[config.mk]
export PLATFORM = sky130hd
export DESIGN_NAME = ppio_core
export DESIGN_NICKNAME = d
export VERILOG_FILES = /design/src/ppio_pkg.sv /design/src/ppio_strobe_sync.sv /design/src/ppio_core.sv
export SDC_FILE = /design/constraint.sdc
export NUM_CORES = 1
export LEC_CHECK = 0
export BUFFER_PORTS_ARGS = -buffer_cell sky130_fd_sc_hd__buf_2
export CAP_MARGIN = 20
export CELL_PAD_IN_SITES_DETAIL_PLACEMENT = 1
export CELL_PAD_IN_SITES_GLOBAL_PLACEMENT = 2
export CORE_UTILIZATION = 28
export CTS_CLUSTER_DIAMETER = 30
export CTS_CLUSTER_SIZE = 10
export DETAILED_ROUTE_END_ITERATION = 10
export GPL_ROUTABILITY_DRIVEN = 0
export HOLD_SLACK_MARGIN = 0.06
export PLACE_DENSITY_LB_ADDON = 0.1
export SYNTH_ARGS = -nofsm -noshare
export SYNTH_HDL_FRONTEND = slang
export SYNTH_HIERARCHICAL = 1
export SYNTH_SLANG_ARGS = --single-unit
[constraint.sdc]
create_clock -name clk -period 1.4 [get_ports clk]
set_input_delay 0.28 -clock clk [delete_from_list [all_inputs] [get_ports clk]]
set_output_delay 0.28 -clock clk [all_outputs]
set_load 0.01 [all_outputs]
[src/ppio_pkg.sv]
/*
 Constants for the programmable parallel I/O block: address codes,
 configuration word fields, reset values and strobe filter sizes.
 Assumes a single 10 MHz system clock.
*/
package ppio_pkg;
   // Port select address codes
   localparam logic [1:0] ADDR_FIRST  = 2'h0;
   localparam logic [1:0] ADDR_SECOND = 2'h1;
   localparam logic [1:0] ADDR_SPLIT  = 2'h2;
   localparam logic [1:0] ADDR_CONFIG = 2'h3;
   // Configuration word fields
   localparam int CFG_MODESET_BIT   = 7;
   localparam int CFG_A_MODE_HI     = 6;
   localparam int CFG_A_MODE_LO     = 5;
   localparam int CFG_FIRST_IN_BIT  = 4;
   localparam int CFG_SPLIT_HI_BIT  = 3;
   localparam int CFG_B_MODE_BIT    = 2;
   localparam int CFG_SECOND_IN_BIT = 1;
   localparam int CFG_SPLIT_LO_BIT  = 0;
   // Bit set/reset command fields
   localparam int BSR_VALUE_BIT     = 0;
   localparam int BSR_SEL_LO        = 1;
   localparam int BSR_SEL_HI        = 3;
   // Reset values: all inputs, latches clear
   localparam logic [7:0] CFG_RESET   = 8'h9b;
   localparam logic [7:0] LATCH_RESET = 8'h00;
   // Group A mode codes
   localparam logic [1:0] MODE_BASIC  = 2'h0;
   localparam logic [1:0] MODE_STROBE = 2'h1;
   // Strobe sampler depth
   localparam int SYNC_STAGES = 2;
endpackage

[src/ppio_strobe_sync.sv]
/*
 Strobe synchroniser and edge detector for the host strobes.
 Assumes active-low strobes that may arrive asynchronously.
*/
`timescale 1ns/1ns
module ppio_strobe_sync
   import ppio_pkg::*;
(
   input  wire logic clk,
   input  wire logic srst,
   input  wire logic strobe_n,
   output logic      active,
   output logic      rise
);
   logic [SYNC_STAGES-1:0] sync_chain;
   logic                   prev;

   // Second stage feeds the level output and edge logic; first stage feeds the second
   always_ff @(posedge clk) begin
      if (srst) begin
         sync_chain <= '1;
         prev       <= 1'b1;
      end else begin
         sync_chain <= {sync_chain[SYNC_STAGES-2:0], strobe_n};
         prev       <= sync_chain[SYNC_STAGES-1];
      end
   end

   assign active = ~sync_chain[SYNC_STAGES-1];
   assign rise   = sync_chain[SYNC_STAGES-1] & ~prev;
endmodule

[src/ppio_core.sv]
/*
 Programmable parallel I/O core: three 8-bit ports, host register
 access, mode setting and single-bit set/reset on the split port.
 Assumes host strobes are asynchronous and the pins are resolved
 outside from the output and enable signals given here.
*/
// Overview of operation
// - Eight-bit three-state host data bus
// - Reset clears state, all ports input
// - Chip select high floats bus, ignores access
// - Read strobe drives selected port data
// - Write strobe captures bus into target
// - Two address bits pick one target
// - Config sets port directions; mode 2 bidirectional, yet first port is driven at all times
// - Single split-port bit set or cleared
// - Two twelve-bit groups A and B
// - Modes 0,1 both groups; 2 group A
// - Modes 1,2 claim split lines as control
// - First port: output latch, input latch
// - Second port: shared latch, input buffer
// - Split port input unlatched, live pins
// - Address 00,01,10 ports; 11 config write
// - Mode word bits select port inputs
// - Mode write clears first, split latches
// - Outputs latched, inputs unlatched except first port in modes 1,2
`timescale 1ns/1ns
module ppio_core
   import ppio_pkg::*;
(
   input  wire logic       clk,
   input  wire logic       srst,
   input  wire logic       chip_sel_n,
   input  wire logic       rd_n,
   input  wire logic       wr_n,
   input  wire logic [1:0] port_select_addr,
   input  wire logic [7:0] host_data_in,
   output logic      [7:0] host_data_out,
   output logic            host_data_oe,
   input  wire logic [7:0] port_first_in,
   output logic      [7:0] port_first_out,
   output logic      [7:0] port_first_oe,
   input  wire logic [7:0] port_second_in,
   output logic      [7:0] port_second_out,
   output logic      [7:0] port_second_oe,
   input  wire logic [7:0] port_split_in,
   output logic      [7:0] port_split_out,
   output logic      [7:0] port_split_oe,
   output logic      [1:0] group_a_mode,
   output logic            group_b_mode
);
   logic [7:0] cfg;
   logic [7:0] first_latch;
   logic [7:0] first_in_latch;
   logic [7:0] second_latch;
   logic [7:0] split_latch;
   logic [1:0] addr_hold;
   logic [7:0] data_hold;

   logic rd_active;
   logic wr_active;
   logic wr_rise;
   logic cs_active;
   logic cs_rise;

   ppio_strobe_sync u_rd (
      .clk      (clk),
      .srst     (srst),
      .strobe_n (rd_n),
      .active   (rd_active),
      .rise     ()
   );
   ppio_strobe_sync u_wr (
      .clk      (clk),
      .srst     (srst),
      .strobe_n (wr_n),
      .active   (wr_active),
      .rise     (wr_rise)
   );
   ppio_strobe_sync u_cs (
      .clk      (clk),
      .srst     (srst),
      .strobe_n (chip_sel_n),
      .active   (cs_active),
      .rise     (cs_rise)
   );

   // Address and data held while the write strobe is low, since
   // the bus may change at the same instant the strobe rises
   logic [1:0] wr_addr;
   assign wr_addr = addr_hold[1:0];

   wire [1:0] mode_a      = cfg[CFG_A_MODE_HI:CFG_A_MODE_LO];
   wire       mode_b      = cfg[CFG_B_MODE_BIT];
   wire       a_bidir     = mode_a[1];
   wire       a_strobed   = mode_a != MODE_BASIC;
   // direction fields, set bit means input
   wire       first_is_in = cfg[CFG_FIRST_IN_BIT];
   wire       second_is_in = cfg[CFG_SECOND_IN_BIT];
   wire       split_hi_in = cfg[CFG_SPLIT_HI_BIT];
   wire       split_lo_in = cfg[CFG_SPLIT_LO_BIT];

   // split lines claimed by handshake groups
   wire [7:0] split_ctrl_mask = {(a_bidir ? 5'h1f : (a_strobed ? 5'h0e :
                                  5'h00)), (mode_b ? 3'h7 : 3'h0)};

   // per-half direction, control lines become neither data dir
   wire [7:0] split_dir_out = {{4{~split_hi_in}}, {4{~split_lo_in}}};
   wire [7:0] split_data_out = split_dir_out & ~split_ctrl_mask;

   function automatic logic [7:0] mix_read(input logic [7:0] latch_v,
                                           input logic [7:0] pin_v,
                                           input logic [7:0] out_mask);
      // output lines read their latch; inputs live
      mix_read = (latch_v & out_mask) | (pin_v & ~out_mask);
   endfunction

   // first port reads input latch in strobed modes
   wire [7:0] first_pin_view = a_strobed ? first_in_latch : port_first_in;
   wire [7:0] first_rd = mix_read(first_latch, first_pin_view,
                                  {8{~first_is_in & ~a_bidir}});
   // second port: shared latch, buffer on input
   wire [7:0] second_rd = mix_read(second_latch, port_second_in,
                                   {8{~second_is_in}});
   // split port reads live pins on inputs
   wire [7:0] split_rd = mix_read(split_latch, port_split_in,
                                  split_data_out);

   // read decode; address 11 reads as zero
   wire [7:0] rd_value = (port_select_addr == ADDR_FIRST)  ? first_rd  :
                         (port_select_addr == ADDR_SECOND) ? second_rd :
                         (port_select_addr == ADDR_SPLIT)  ? split_rd  :
                         8'h00;

   // write only with chip select low at the strobe edge
   wire wr_take   = wr_rise & cs_active;
   wire is_config = wr_take & (wr_addr == ADDR_CONFIG);
   wire modeset   = is_config & data_hold[CFG_MODESET_BIT];
   wire bsr       = is_config & ~data_hold[CFG_MODESET_BIT];
   wire [2:0] bsr_sel = data_hold[BSR_SEL_HI:BSR_SEL_LO];

   logic [7:0] bsr_mask;
   assign bsr_mask = 8'h01 << bsr_sel;

   wire [7:0] next_split_bsr = data_hold[BSR_VALUE_BIT] ?
                               (split_latch | bsr_mask) :
                               (split_latch & ~bsr_mask);

   // capture bus while write strobe is low
   always_ff @(posedge clk) begin
      if (srst) begin
         addr_hold <= ADDR_FIRST;
         data_hold <= LATCH_RESET;
      end else if (wr_active) begin
         addr_hold <= port_select_addr;
         data_hold <= host_data_in;
      end
   end

   always_ff @(posedge clk) begin
      if (srst) begin
         cfg          <= CFG_RESET;
         first_latch  <= LATCH_RESET;
         second_latch <= LATCH_RESET;
         split_latch  <= LATCH_RESET;
      end else if (modeset) begin
         cfg         <= data_hold;
         first_latch <= LATCH_RESET;
         split_latch <= LATCH_RESET;
      end else if (bsr) begin
         split_latch <= next_split_bsr;
      end else if (wr_take & (wr_addr == ADDR_FIRST)) begin
         first_latch <= data_hold;
      end else if (wr_take & (wr_addr == ADDR_SECOND)) begin
         second_latch <= data_hold;
      end else if (wr_take & (wr_addr == ADDR_SPLIT)) begin
         split_latch <= data_hold;
      end
   end

   // first port input latch follows pins while read is idle, holds during read
   always_ff @(posedge clk) begin
      if (srst) begin
         first_in_latch <= LATCH_RESET;
      end else if (~rd_active) begin
         first_in_latch <= port_first_in;
      end
   end

   // bus drive; cs_rise drops drive at once
   always_ff @(posedge clk) begin
      if (srst) begin
         host_data_out <= LATCH_RESET;
         host_data_oe  <= 1'b0;
      end else begin
         host_data_out <= rd_value;
         host_data_oe  <= rd_active & cs_active & ~cs_rise &
                          (port_select_addr != ADDR_CONFIG);
      end
   end

   always_ff @(posedge clk) begin
      if (srst) begin
         port_first_out  <= LATCH_RESET;
         port_first_oe   <= 8'h00;
         port_second_out <= LATCH_RESET;
         port_second_oe  <= 8'h00;
         port_split_out  <= LATCH_RESET;
         port_split_oe   <= 8'h00;
         group_a_mode    <= MODE_BASIC;
         group_b_mode    <= 1'b0;
      end else begin
         port_first_out  <= first_latch;
         // mode 2 drives the first port at all times, host reads or not
         port_first_oe   <= {8{a_bidir | ~first_is_in}};
         port_second_out <= second_latch;
         port_second_oe  <= {8{~second_is_in}};
         port_split_out  <= split_latch;
         port_split_oe   <= split_data_out;
         group_a_mode    <= mode_a;
         group_b_mode    <= mode_b;
      end
   end
endmodule

==> flow_summary.ini <==
[run_status]
outcome = finished with violations
failing_checks = setup timing

[die]
die_w_um = 122
top_level_ports = 99
core_area_um2 = 13900
die_height_um = 122
placement_rows = 43
design.die.area_um2 = 14800
initial_utilization = 0.288

[power]
post-layout-total-power_mw = 5.62
power.static_leakage_nw = 2.23
power_per_cell_area_nw_per_um2 = 1060
vdd.ir_drop.worst_mv = 0.438

[clock_tree]
cts-htree-levels = 3
cts_inserted_buffers = 9
clk_transition_reported_paths_ns = 0.07
clockRootBuffer = sky130_fd_sc_hd__clkbuf_16
clock_tree.buffer_depth = 2
tritoncts_num_sinks = 99
tritoncts_clock_tree = yes
worst_skew_pair.late_latency_ns = 0.35

[finish]
commonest_non_fill_non_tap_cell_in_the_layout = sky130_fd_sc_hd__buf_2
finalNonFillerCells = 730
num-fill-cells = 1621
final_cell_mix = sky130_fd_sc_hd__buf_2, sky130_fd_sc_hd__dfxtp_1, sky130_fd_sc_hd__nand2_1
finish.instance_area_um2 = 5290
area.growth.synth_to_final_pct = 31.9
finish.net_count = 584
antennaDiodeCount = 0
drive_gt1_frac = 0.373
fin_util = 0.380

[timing]
time_the_worst_path_needs_with_i_o_delays_and_setup_ns = 1.45
fin_crit_sh = 1.03
layout_setup_ws_ns = -0.0453
relSlewSlack = 0.728
maxSlewViolCount = 0
worst_pin_slew_ns = 0.408
setup_viol = 5
report.final.hold_viol_count = 0
fmaxAchievable_mhz = 692
fin_worst_skew_ns = 0.00677
grt_setup_unrepaired = true

[routing]
drtPass1Iterations = 4
route.final.wire_length_um = 12100
vias_per_cell = 4.66
antenna_violating_nets_left = 0
wl_per_cell_um = 16.5
first_iter_violations = 100
post-route-drc-count = 0
vias = 3403

[run]
drv.max_cap_violation_count = 0

[setup_path]
worstPathArrival_ns = 1.69
setup.worst_path.start_class = flop
path_cells = nor2b_4 > nand3_4 > or4_4 > o21ai_2 > a211oi_1
crit_type = reg2reg
worst_setup_path_end_kind = flop
cp_slowest_stage_delay_ns = 0.54
critical_path_peak_fanout = 8
cp_data_required_time_ns = 1.64
cpMaxStageDelayCell = sky130_fd_sc_hd__or4_4
worst_setup_path_startpoint = u_wr/sync_chain[1]
regToRegStartpoint = u_wr/sync_chain[1]

[placed_design]
pre_cts_slack_ns = -0.123
buffer_ports.inserted = 98
post-place-cells = 713
placed_cell_area_um2 = 4860
post-dp-hpwl_um = 8970

[worst_hold_path]
worst_hold_startpoint = wr_n
min_path_type = in2reg

[synthesis]
syn-num-nets = 475
post_synth_inst_count = 436
ys_warn_count = 6
avgSynthCellArea_um2 = 9.20
cell_area_synth_um2 = 4010

[global_routing]
grt_max_degree = 47
grt_first_pass_wirelength_um = 18900
grt_antenna_before_repair = 0
global_route.usage.total = 0.173
grt_remaining_overflow = 0
number_of_global_route_vias_before_repair = 3432
## area by class of cell
class | count | area (µm²) | share of cell area
Sequential cell | 99 | 1990 | 0.376
Multi-Input combinational cell | 283 | 1870 | 0.353
Timing Repair Buffer | 145 | 912 | 0.172
Clock buffer | 10 | 229 | 0.0433
Tap cell | 180 | 225 | 0.0426
Clock inverter | 6 | 41.3 | 0.00781
Inverter | 7 | 26.3 | 0.00497
## worst paths after layout
check,slack [ns],endpoint,cells past startpoint
worst max-delay path,-0.05,flop,5
worst min-delay path,0.11,u_wr/sync_chain[0],2
worst max register to register,-0.05,flop,5
worst min register to register,0.41,u_rd/sync_chain[1],1
## critical path, delay by kind of cell, from the launching register on
family          cells  cell delay, ns
simple gates        3            0.86
flops               1            0.33
compound gates      2            0.14
## registers in the layout, summed over array words and instances (netlist names), 2 cells and up, named ones only
register / count
port_split_oe: 4
second_latch: 8
u_cs/sync_chain: 2
first_latch: 8
port_first_out: 8
u_wr/sync_chain: 2
addr_hold: 2
port_split_out: 8
group_a_mode: 2
u_rd/sync_chain: 2
host_data_out: 8
first_in_latch: 8
cfg: 7
port_second_out: 8
data_hold: 8
## power breakdown
part           switching, mW  internal (mW)
Clock                   1.13           1.21
Combinational          0.210          0.183
Sequential            0.0316           2.86
## stage by stage
stage          hold slack [ns]  TNS (ns)
6_report                 0.110    -0.167
3_3_place_gp             0.386    -0.223
4_1_cts                 0.0984   -0.0962
2_1_floorplan            0.377  -0.00654
5_1_grt                  0.112     -1.47
3_5_place_dp             0.392    -0.842
## what timing repair did
| action | 4_1_cts | 5_1_grt |
|---|---|---|
| gates resized for setup | 16 | 22 |
| hold buffers | 0 | 0 |
| buffers inserted | 1 | 0 |
| pin swaps | 5 | 5 |
| setup endpoints to repair | 28 | 29 |
## layer usage
layer  share of wire  global-route usage  up-vias  routed length (µm)
met5               0                   0        -                   0
met2            0.50               0.290       53                5980
li1                -                   -     1686                   -
met3           0.027              0.0300       16                 331
met4           0.018              0.0710        0                 214
met1            0.46               0.219     1648                5530
Note: power is estimated with default switching activity, not from simulation.
